`src/verilog/clp_regs.svh`:
```
`ifndef CLP_REGS_SVH
`define CLP_REGS_SVH
// Register byte offsets within the APB window
`define CLP_OFS_CTRL       12'h000
`define CLP_OFS_TIMING     12'h004
`define CLP_OFS_STATUS     12'h008
`define CLP_OFS_BUSOFF     12'h00c
// Control register field positions
`define CLP_CTRL_SLEEP_REQ 0
`define CLP_CTRL_SOFT_RST  1
`define CLP_CTRL_TLINK     2
`define CLP_CTRL_WAKE_FILT 3
`define CLP_CTRL_CLK_SRC   4
`define CLP_CTRL_WAKE_IE   5
`define CLP_CTRL_STOP_WAI  6
`define CLP_CTRL_RESET     32'h0000_0002
// Timing register fields: prescale-1 [5:0], seg1-1 [11:8], seg2-1 [14:12], jump-1 [17:16]
`define CLP_TIM_RESET      32'h0000_1300
// Bus-off recovery: 128 groups of 11 recessive bits
`define CLP_BOFF_GROUPS    8'd128
`define CLP_BOFF_BITS      4'd11
`define CLP_IDLE_BITS      4'd11
// Wake filter length in controller clocks
`define CLP_WAKE_FILT_CYC  4'd8
`endif

```
`src/verilog/clp_pkg.sv`:
```
package clp_pkg;
    // Mode codes in Gray order; sequence normal -> sleep -> wake-wait -> normal
    typedef enum logic [1:0]
    {
        CLP_NORMAL = 2'b00,
        CLP_SLEEP  = 2'b01,
        CLP_WAKE   = 2'b11,
        CLP_SRST   = 2'b10
    } clp_mode_t;

    typedef struct packed
    {
        clp_mode_t   mode;
        logic [31:0] ctrl;
        logic [31:0] timing;
        logic [31:0] prdata;
        logic        pready;
        logic [5:0]  presc;
        logic [4:0]  quanta;
        logic        tq_pend;
        logic [3:0]  rec_cnt;
        logic [3:0]  boff_bits;
        logic [7:0]  boff_grp;
        logic [3:0]  filt_cnt;
        logic        pend_copy;
        logic        pend_abort;
        logic [3:0]  eof_cnt;
        logic        link;
        logic        link_arm;
        logic        tx_q;
    } clp_state_t;
endpackage : clp_pkg

```
`src/verilog/clp_core.sv`:
```
`timescale 1ns/1ps
`include "clp_regs.svh"
module clp_core
(
    // APB slave
    input  wire logic        pclk,
    input  wire logic        presetn,
    input  wire logic        psel,
    input  wire logic        penable,
    input  wire logic        pwrite,
    input  wire logic [11:0] paddr,
    input  wire logic [31:0] pwdata,
    output logic             pready,
    output logic [31:0]      prdata,
    output logic             pslverr,
    // Processor low-power state
    input  wire logic        cpu_stop,
    input  wire logic        cpu_wait,
    // Clock ticks: crystal and double system clock, one-cycle enables
    input  wire logic        crystal_clock,
    input  wire logic        bus_clock,
    // CAN pins and protocol engine hooks
    input  wire logic        bus_receive_pin,
    input  wire logic        engine_tx,
    input  wire logic        engine_busy,
    input  wire logic        bus_off,
    input  wire logic        frame_valid,
    input  wire logic        copy_req,
    input  wire logic        abort_req,
    output logic             bus_transmit_pin,
    output logic             quantum_tick,
    output logic             bit_tick,
    output logic             protocol_run,
    output logic             engine_abort,
    output logic             copy_go,
    output logic             abort_go,
    output logic             boff_done,
    output logic             timer_capture,
    output logic             wake_irq
);

    clp_pkg::clp_state_t s_q;
    clp_pkg::clp_state_t s_d;

    logic        power_down;
    logic        acc;
    logic        sleep_ack;
    logic        src_tick;
    logic [4:0]  bit_len;
    logic        bit_end;
    logic        rx_quiet;
    logic        wake_ev;
    logic        proto_en;

    // Power-down when stopped, or waiting with stop_in_wait set
    assign power_down = cpu_stop | (cpu_wait & s_q.ctrl[`CLP_CTRL_STOP_WAI]);
    assign acc        = psel & penable & ~power_down;
    assign sleep_ack  = (s_q.mode == clp_pkg::CLP_SLEEP);
    // Clock source selection; both are pclk-synchronous tick inputs
    assign src_tick   = s_q.ctrl[`CLP_CTRL_CLK_SRC] ? bus_clock : crystal_clock;
    // Bit length: sync slot + (seg1-1)+1 + (seg2-1)+1
    assign bit_len    = 5'd3 + {1'b0, s_q.timing[11:8]} + {2'b00, s_q.timing[14:12]};
    assign proto_en   = (s_q.mode == clp_pkg::CLP_NORMAL || s_q.mode == clp_pkg::CLP_WAKE)
                        & ~power_down;
    assign bit_end    = s_q.tq_pend & (s_q.quanta == bit_len - 5'd1);
    // Low-pass: receive must stay dominant for a run of clocks when enabled
    assign rx_quiet   = bus_receive_pin;
    assign wake_ev    = s_q.ctrl[`CLP_CTRL_WAKE_FILT] ?
                        (s_q.filt_cnt == `CLP_WAKE_FILT_CYC) : ~rx_quiet;

    // Next-state logic
    always_comb
    begin
        s_d        = s_q;
        s_d.pready = 1'b0;
        s_d.tq_pend = 1'b0;

        // Register access: one wait cycle, no access during power-down
        if (acc && !s_q.pready)
        begin
            s_d.pready = 1'b1;
            if (pwrite)
            begin
                if (paddr == `CLP_OFS_CTRL)
                begin
                    s_d.ctrl = pwdata & 32'h0000_007f;
                    // Clear of sleep request refused before acknowledge
                    if (!pwdata[`CLP_CTRL_SLEEP_REQ] && !sleep_ack)
                        s_d.ctrl[`CLP_CTRL_SLEEP_REQ] = s_q.ctrl[`CLP_CTRL_SLEEP_REQ];
                    // Config bits locked unless in soft reset
                    if (!s_q.ctrl[`CLP_CTRL_SOFT_RST])
                    begin
                        s_d.ctrl[`CLP_CTRL_WAKE_FILT] = s_q.ctrl[`CLP_CTRL_WAKE_FILT];
                        s_d.ctrl[`CLP_CTRL_CLK_SRC]   = s_q.ctrl[`CLP_CTRL_CLK_SRC];
                    end
                end
                else if (paddr == `CLP_OFS_TIMING && s_q.ctrl[`CLP_CTRL_SOFT_RST])
                    s_d.timing = pwdata & 32'h0003_7f3f;
            end
            else
            begin
                if (paddr == `CLP_OFS_CTRL)
                    s_d.prdata = s_q.ctrl;
                else if (paddr == `CLP_OFS_TIMING)
                    s_d.prdata = s_q.timing;
                else if (paddr == `CLP_OFS_STATUS)
                    s_d.prdata = {26'h0, s_q.pend_abort, s_q.pend_copy,
                                  s_q.mode, wake_irq, sleep_ack};
                else if (paddr == `CLP_OFS_BUSOFF)
                    s_d.prdata = {20'h0, s_q.boff_bits, s_q.boff_grp};
                else
                    s_d.prdata = 32'h0;
            end
        end

        // Prescaler: divide selected clock by (field+1)
        if (proto_en && src_tick)
        begin
            if (s_q.presc == s_q.timing[5:0])
            begin
                s_d.presc   = 6'h00;
                s_d.tq_pend = 1'b1;
            end
            else
                s_d.presc = s_q.presc + 6'h01;
        end
        // Quantum counter within bit time
        if (s_q.tq_pend)
            s_d.quanta = bit_end ? 5'h00 : s_q.quanta + 5'h01;

        // Deferred events held while sleeping
        if (copy_req)
            s_d.pend_copy = 1'b1;
        if (abort_req)
            s_d.pend_abort = 1'b1;
        if (s_q.mode == clp_pkg::CLP_NORMAL)
        begin
            s_d.pend_copy  = copy_req ? s_q.pend_copy : 1'b0;
            s_d.pend_abort = abort_req ? s_q.pend_abort : 1'b0;
        end

        // Bus-off recovery count, frozen while clocks stopped
        if (!bus_off)
        begin
            s_d.boff_bits = 4'h0;
            s_d.boff_grp  = 8'h00;
        end
        else if (bit_end && rx_quiet && s_q.boff_grp != `CLP_BOFF_GROUPS)
        begin
            if (s_q.boff_bits == `CLP_BOFF_BITS - 4'd1)
            begin
                s_d.boff_bits = 4'h0;
                s_d.boff_grp  = s_q.boff_grp + 8'h01;
            end
            else
                s_d.boff_bits = s_q.boff_bits + 4'h1;
        end
        else if (bit_end && !rx_quiet)
            s_d.boff_bits = 4'h0;

        // Wake filter run length of dominant receive level
        if (!rx_quiet && s_q.filt_cnt != `CLP_WAKE_FILT_CYC)
            s_d.filt_cnt = s_q.filt_cnt + 4'h1;
        else if (rx_quiet)
            s_d.filt_cnt = 4'h0;

        // Mode sequencing
        case (s_q.mode)
            clp_pkg::CLP_NORMAL:
            begin
                if (s_q.ctrl[`CLP_CTRL_SOFT_RST])
                    s_d.mode = clp_pkg::CLP_SRST;
                else if (s_q.ctrl[`CLP_CTRL_SLEEP_REQ] && !engine_busy)
                    s_d.mode = clp_pkg::CLP_SLEEP;
            end
            clp_pkg::CLP_SLEEP:
            begin
                if (wake_ev || !s_q.ctrl[`CLP_CTRL_SLEEP_REQ] ||
                    s_q.ctrl[`CLP_CTRL_SOFT_RST])
                begin
                    s_d.mode    = clp_pkg::CLP_WAKE;
                    s_d.rec_cnt = 4'h0;
                    s_d.ctrl[`CLP_CTRL_SLEEP_REQ] = 1'b0;
                end
            end
            clp_pkg::CLP_WAKE:
            begin
                if (s_q.ctrl[`CLP_CTRL_SOFT_RST])
                    s_d.mode = clp_pkg::CLP_SRST;
                else if (bit_end)
                begin
                    s_d.rec_cnt = rx_quiet ? s_q.rec_cnt + 4'h1 : 4'h0;
                    if (rx_quiet && s_q.rec_cnt == `CLP_IDLE_BITS - 4'd1)
                        s_d.mode = clp_pkg::CLP_NORMAL;
                end
            end
            default:
            begin
                if (!s_q.ctrl[`CLP_CTRL_SOFT_RST])
                begin
                    s_d.mode    = clp_pkg::CLP_WAKE;
                    s_d.rec_cnt = 4'h0;
                end
            end
        endcase

        // Soft reset parks the bit clock so new timing starts from slot zero
        if (s_d.mode == clp_pkg::CLP_SRST)
        begin
            s_d.presc   = 6'h00;
            s_d.quanta  = 5'h00;
            s_d.tq_pend = 1'b0;
        end

        // Valid-frame pulse lasts one bit time
        if (frame_valid && proto_en)
            s_d.link_arm = 1'b1;
        if (s_q.link_arm && bit_end)
        begin
            s_d.link_arm = 1'b0;
            s_d.link     = 1'b1;
        end
        else if (s_q.link && bit_end)
            s_d.link = 1'b0;
        if (!proto_en)
        begin
            s_d.link     = 1'b0;
            s_d.link_arm = 1'b0;
        end

        // Transmit pin from flop; recessive when protocol halted
        s_d.tx_q = proto_en && s_q.mode == clp_pkg::CLP_NORMAL ? engine_tx : 1'b1;
        s_d.eof_cnt = 4'h0;
    end

    // State register
    always_ff @(posedge pclk or negedge presetn)
    begin
        if (!presetn)
        begin
            s_q        <= '0;
            s_q.mode   <= clp_pkg::CLP_SRST;
            s_q.ctrl   <= `CLP_CTRL_RESET;
            s_q.timing <= `CLP_TIM_RESET;
            s_q.tx_q   <= 1'b1;
        end
        else
            s_q <= s_d;
    end

    // Outputs
    assign pready           = s_q.pready;
    assign prdata           = s_q.prdata;
    assign pslverr          = 1'b0;
    assign bus_transmit_pin = s_q.tx_q;
    assign quantum_tick     = s_q.tq_pend;
    assign bit_tick         = bit_end;
    assign protocol_run     = proto_en;
    assign engine_abort     = s_q.ctrl[`CLP_CTRL_SOFT_RST] | power_down;
    assign copy_go          = s_q.pend_copy & (s_q.mode == clp_pkg::CLP_NORMAL);
    assign abort_go         = s_q.pend_abort & (s_q.mode == clp_pkg::CLP_NORMAL);
    assign boff_done        = (s_q.boff_grp == `CLP_BOFF_GROUPS);
    assign timer_capture    = s_q.link & s_q.ctrl[`CLP_CTRL_TLINK];
    assign wake_irq         = sleep_ack & s_q.ctrl[`CLP_CTRL_WAKE_IE];

    a_tx_recessive_low: assert property (@(posedge pclk) disable iff (!presetn)
        (s_q.mode == clp_pkg::CLP_SLEEP) |=> bus_transmit_pin)
        else $error("Transmit pin not recessive in sleep");
    a_no_copy_sleep: assert property (@(posedge pclk) disable iff (!presetn)
        sleep_ack |-> !copy_go)
        else $error("Copy released during sleep");
    a_no_abort_sleep: assert property (@(posedge pclk) disable iff (!presetn)
        sleep_ack |-> !abort_go)
        else $error("Abort released during sleep");
    a_req_clear_held: assert property (@(posedge pclk) disable iff (!presetn)
        (!sleep_ack && $past(s_q.mode) != clp_pkg::CLP_SLEEP &&
         $past(s_q.ctrl[`CLP_CTRL_SLEEP_REQ])) |-> s_q.ctrl[`CLP_CTRL_SLEEP_REQ])
        else $error("Sleep request cleared before acknowledge");
    a_no_access_pd: assert property (@(posedge pclk) disable iff (!presetn)
        (power_down && !s_q.pready) |=> !pready)
        else $error("Register answered in power-down");
    a_link_gated: assert property (@(posedge pclk) disable iff (!presetn)
        timer_capture |-> (s_q.link && s_q.ctrl[`CLP_CTRL_TLINK]))
        else $error("Timer capture without link enable");
    a_wake_irq_cond: assert property (@(posedge pclk) disable iff (!presetn)
        wake_irq |-> (s_q.mode == clp_pkg::CLP_SLEEP))
        else $error("Wake interrupt outside sleep");
    a_srst_halts: assert property (@(posedge pclk) disable iff (!presetn)
        (s_q.mode == clp_pkg::CLP_SRST) |-> (!protocol_run && !quantum_tick ##1 !quantum_tick))
        else $error("Protocol runs in soft reset");
    a_sleep_frozen: assert property (@(posedge pclk) disable iff (!presetn)
        (sleep_ack ##1 sleep_ack) |-> $stable(s_q.boff_grp))
        else $error("Bus-off count moved in sleep");

    // Quanta stay stopped once sleep has settled
    a_sleep_no_tick: assert property (@(posedge pclk) disable iff (!presetn)
        (sleep_ack ##1 sleep_ack) |-> !quantum_tick)
        else $error("Quantum tick while sleeping");

    // Power-down forces the transmit pin recessive on the next edge
    a_pd_recessive: assert property (@(posedge pclk) disable iff (!presetn)
        power_down |=> bus_transmit_pin)
        else $error("Transmit pin dominant in power-down");

    // Stop, or wait with stop_in_wait, must abort the engine at once
    a_pd_abort: assert property (@(posedge pclk) disable iff (!presetn)
        (cpu_stop || (cpu_wait && s_q.ctrl[`CLP_CTRL_STOP_WAI])) |-> engine_abort)
        else $error("Power-down without engine abort");

    // Soft reset aborts without waiting for a frame boundary
    a_srst_abort: assert property (@(posedge pclk) disable iff (!presetn)
        s_q.ctrl[`CLP_CTRL_SOFT_RST] |-> engine_abort)
        else $error("Soft reset without engine abort");

    // Link pulse starts on a bit boundary
    a_link_start: assert property (@(posedge pclk) disable iff (!presetn)
        $rose(s_q.link) |-> $past(bit_end))
        else $error("Link pulse started off a bit boundary");

    // Link pulse ends on a bit boundary or when the protocol halts
    a_link_end: assert property (@(posedge pclk) disable iff (!presetn)
        $fell(s_q.link) |-> ($past(bit_end) || !$past(proto_en)))
        else $error("Link pulse ended off a bit boundary");

    // Wake-up restarts the idle count and drops the request
    a_wake_clears: assert property (@(posedge pclk) disable iff (!presetn)
        ($past(s_q.mode) == clp_pkg::CLP_SLEEP && s_q.mode == clp_pkg::CLP_WAKE) |->
        (s_q.rec_cnt == 4'h0 && !s_q.ctrl[`CLP_CTRL_SLEEP_REQ]))
        else $error("Wake-up did not restart idle count");

    // Normal mode only after the full run of recessive bits
    a_idle_before_run: assert property (@(posedge pclk) disable iff (!presetn)
        ($past(s_q.mode) == clp_pkg::CLP_WAKE && s_q.mode == clp_pkg::CLP_NORMAL) |->
        ($past(s_q.rec_cnt) == `CLP_IDLE_BITS - 4'd1))
        else $error("Normal mode before idle bits counted");

    // Bit timing may only change while soft reset holds the lock open
    a_timing_locked: assert property (@(posedge pclk) disable iff (!presetn)
        !s_q.ctrl[`CLP_CTRL_SOFT_RST] |=> $stable(s_q.timing))
        else $error("Timing changed outside soft reset");

    // Every quantum comes from a tick of the selected source
    a_tick_from_src: assert property (@(posedge pclk) disable iff (!presetn)
        quantum_tick |-> $past(src_tick))
        else $error("Quantum without source tick");

    // Unfiltered dominant level wakes the controller on the next edge
    a_wake_on_bus: assert property (@(posedge pclk) disable iff (!presetn)
        (sleep_ack && !s_q.ctrl[`CLP_CTRL_WAKE_FILT] && !bus_receive_pin) |=> !sleep_ack)
        else $error("Bus activity did not wake");

endmodule : clp_core

```
`config.mk`:
```
export PLATFORM = sky130hd
export DESIGN_NAME = clp_core
export DESIGN_NICKNAME = d
export VERILOG_FILES = /design/src/verilog/clp_pkg.sv /design/src/verilog/clp_core.sv
export VERILOG_INCLUDE_DIRS = /design/src /design/src/verilog
export SDC_FILE = /design/constraint.sdc
export NUM_CORES = 1
export LEC_CHECK = 0
export BUFFER_PORTS_ARGS = -buffer_cell sky130_fd_sc_hd__buf_4
export CAP_MARGIN = 20
export CELL_PAD_IN_SITES_DETAIL_PLACEMENT = 0
export CELL_PAD_IN_SITES_GLOBAL_PLACEMENT = 1
export CORE_MARGIN = 2
export CORE_UTILIZATION = 39
export CTS_BUF_LIST = sky130_fd_sc_hd__clkbuf_8
export DETAILED_ROUTE_END_ITERATION = 10
export PLACE_DENSITY_LB_ADDON = 0.1
export SYNTH_ARGS = -nofsm -noshare
export SYNTH_HDL_FRONTEND = slang
export SYNTH_SLANG_ARGS = --single-unit
```
`constraint.sdc`:
```
create_clock -name pclk -period 2.7 [get_ports pclk]
set_clock_uncertainty 0.2 [all_clocks]
set_input_delay 0.405 -clock pclk [delete_from_list [all_inputs] [get_ports pclk]]
set_output_delay 0.405 -clock pclk [all_outputs]
set_load 0.03 [all_outputs]
```
==> results.yml <==
clocking:
  cts_buffers: 9
  cts.sink_count: 79
  cts-htree-levels: 3
  clk_pin_slew_worst_paths_ns: 0.08
  worstSkewPairLatency_ns: 0.37
  clk_root_buffer_cell: "clkbuf_8"
  tritoncts: "yes"
  largest_buffer_count_on_any_clock_path: 2
floorplanning:
  core-area_um2: 11900
  initial_core_util: 0.396
  fp.dieH_um: 114
  pin_count: 104
  rows: 40
  die_x_um: 114
  die_area_um2: 12900
timing:
  grt_setup_unrepaired: "yes"
  max_freq_ghz: 0.309
  hold_violations: 0
  timing_worst_slew_pin_value_ns: 0.636
  finalWorstSetupSlack_ns: -0.533
  finalSetupViolCount: 33
  timing_max_transition_violations_final: 0
  max-slew-margin-rel: 0.570
  layout_worst_path_cycle_share: 1.20
  holdWs_ns: 0.0328
  finalWorstPathRequiredPeriod_ns: 3.23
synthesis:
  ys_seq_area_frac: 0.423
  number_of_warnings_printed_during_yosys_synthesis: 0
  synth_seq_cells: 79
  syn-mean-instance-area_um2: 10.5
  synth_enable_flop_cells: 0
  synth.distinct_cells: 67
  synth.cell_area_um2: 4700
  postSynthCellCount: 446
  synthArstFlopShare: 1.00
  ys_dominant_reg_cell: "dfrtp_1"
critical_path:
  timing.critical_path.buf_inv: 4
  startpoint_type: "flop"
  cpLargestDelayFamily: "adder cells"
  critical_path.most_common_cell: "inv_2"
  required_ns: 2.10
  critPathSlowestCell: "dfstp_2"
  worst_setup_path_end_kind: "output pin"
  crit_chain: "inv_2 -> ha_4 -> inv_2 -> ha_4 -> fa_1 -> xnor2_1 -> and4_4 -> o211ai_1 -> inv_2 -> buf_6"
  worst-path-stages: 10
  critPathMaxStageDelay_ns: 0.55
  worst_ep_arrival_time_ns: 2.63
  worstSetupPathType: "reg2out"
  reg2reg_depth: 12
  critical_path_peak_fanout: 2
layout:
  finish.instance_area_um2: 5850
  fraction_of_final_layout_cells_sized_beyond_drive_strength_1: 0.353
  finish.net_count: 623
  area_delta_synth_final_pct: 24.5
  final_cell_count_no_fill: 694
  final_util: 0.493
  number_of_antenna_repair_diodes: 0
detailed_routing:
  drc_errors: 0
  first_iter_violations: 250
  drt-total-wl_mm: 12.1
  drt-vias-per-instance: 5.29
  drt_first_pass_iters: 4
  ant_nets: 0
  dr_total_vias: 3671
  route.detailed.wl_per_inst_um: 17.5
power_and_ir_drop:
  internal_power_mw: 2.03
  share_seq_of_total_power: 0.423
  power_frac_clock: 0.281
  p_sw_frac: 0.338
  net-switching-power_mw: 1.04
  worst_ir_drop_vdd_uv: 271
  power_density_nw_per_um2: 525
  finalPower_mw: 3.07
  static-leakage-power_nw: 2.82
  comb_power_share: 0.295
run_status:
  failed_checks: "setup timing"
  status: "finished with violations"
placement:
  placed_cells_incl_taps: 670
  post_dp_hpwl_mm: 9.01
  gpl.final_weighted_congestion: 0.809
  portBuffers: 71
  area_after_detailed_placement_um2: 5530
grt:
  grt_start_max_net_pins: 40
  first_global_vias: 3713
  grt_overflow_total: 0
  grt_pass1_wl_mm: 19.7
  globalRouteTotalUtil: 0.197
  initial_antenna_violation_count: 0
worst_hold_path:
  min_delay_path_depth: 2
  min_path_type: "in2reg"
run:
  cap_violations: 0
[cell families (layout without fill, tap and decap cells)]
logic type                 count (synthesis)  count (layout)  synth area share
and+or+nand+nor                          127             127             0.159
AOI/OAI and AO/OA                         96              96             0.144
DFF                                       79              79             0.423
buffers and inverters                     74             160            0.0882
muxes                                     31              31            0.0965
adders and majority gates                 21              21            0.0576
xor gates and xnor gates                  17              17            0.0317
other                                      1              16          0.000799
[Yosys cell counts (all sizes together) (3+ instances only)]
master   n  area [µm²]
a211oi   5        42.5
a21oi   21         105
a22o    14         123
a22oi    5        37.5
a31oi    6        37.5
a32oi    5        43.8
and2    10        63.8
and3     7        46.3
buf     38         279
clkbuf   7        26.3
dfrtp   73        1830
dfstp    6         158
ha      20         250
inv     29         109
mux2    21         274
mux2i    4        40.0
mux4     6         139
nand2   32         123
nand2b   4        25.0
nand3   14        75.1
nand3b   7        65.1
nand4    8        50.1
nor2    18        67.6
nor2b    5        31.3
nor3     3        15.0
nor4     7        80.1
o211ai   3        22.5
o21ai   16        80.1
o31ai    5        37.5
or4      4        30.0
xnor2    7        61.3
xor2    10        87.6
[layout by cell type (no fill, tap or decap), types with 13 or more instances in the layout]
| cell type | netlist | routed |
|---|---|---|
| buf_4 | 33 | 106 |
| nand2_1 | 31 | 31 |
| inv_1 | 28 | 28 |
| nor2_1 | 18 | 18 |
| a21oi_1 | 21 | 19 |
| ha_1 | 20 | 18 |
| nand3_1 | 13 | 13 |
| conb_1 | 1 | 16 |
| dfrtp_1 | 73 | 73 |
| a22o_1 | 14 | 14 |
[final timing paths]
check	start	to	slack (ns)
max in group asynchronous	presetn	s_q[107]	1.22
worst max-delay path	s_q[83]	bit_tick	-0.53
worst max register to register	s_q[83]	s_q[16]	-0.47
worst min register to register	s_q[1]	s_q[1]	0.26
worst min-delay path	engine_tx	bus_transmit_pin	0.03
min in group asynchronous	presetn	s_q[7]	0.37
[registers in the layout (all words and copies together) (netlist names)]
signal            flops
s_q                  59
prdata               17
bus_transmit_pin      1
pready                1
quantum_tick          1
[power groups by stage]
stage | logic, mW | registers, mW | clock network (mW)
finish | 0.907 | 1.30 | 0.865
floorplan | 0.529 | 1.33 | 0
global placement | 0.900 | 1.32 | 0
global route | 0.986 | 1.31 | 0.945
CTS | 0.910 | 1.30 | 0.899
detailed placement | 0.906 | 1.33 | 0
[routing by layer]
metal | global-route usage | vias up | part of all wire
met3 | 0.0499 | 9 | 0.047
met4 | 0.0447 | 0 | 0.011
met1 | 0.271 | 1827 | 0.48
met5 | 0 | - | 0
li1 | - | 1756 | -
met2 | 0.314 | 79 | 0.46
[final cells by class]
| cell class | instances | area, µm² |
|---|---|---|
| fillers | 1114 | 6010 |
| multi-input cells | 308 | 2470 |
| flip-flops and latches | 79 | 1980 |
| repair buffers | 115 | 913 |
| well taps | 147 | 184 |
| clock buffers | 9 | 124 |
| inverters | 29 | 109 |
| clock inverters | 7 | 57.6 |
[what timing repair did]
action	4_1_cts	5_1_grt
pin swaps	4	7
resized for setup	10	7
hold buffers	1	0
endpoints found under the setup margin	33	33
buffers inserted	5	2
endpoints found under the hold margin	35	0
[metrics by stage]
step                setup TNS (ns)  worst slack (ns)
floorplan                    -4.21            -0.238
global placement             -8.87            -0.378
detailed placement          -10.03            -0.410
finish                       -9.77            -0.533
global route                -14.16            -0.671
CTS                         -10.07            -0.568
Note: power is estimated with default switching activity, not from simulation.
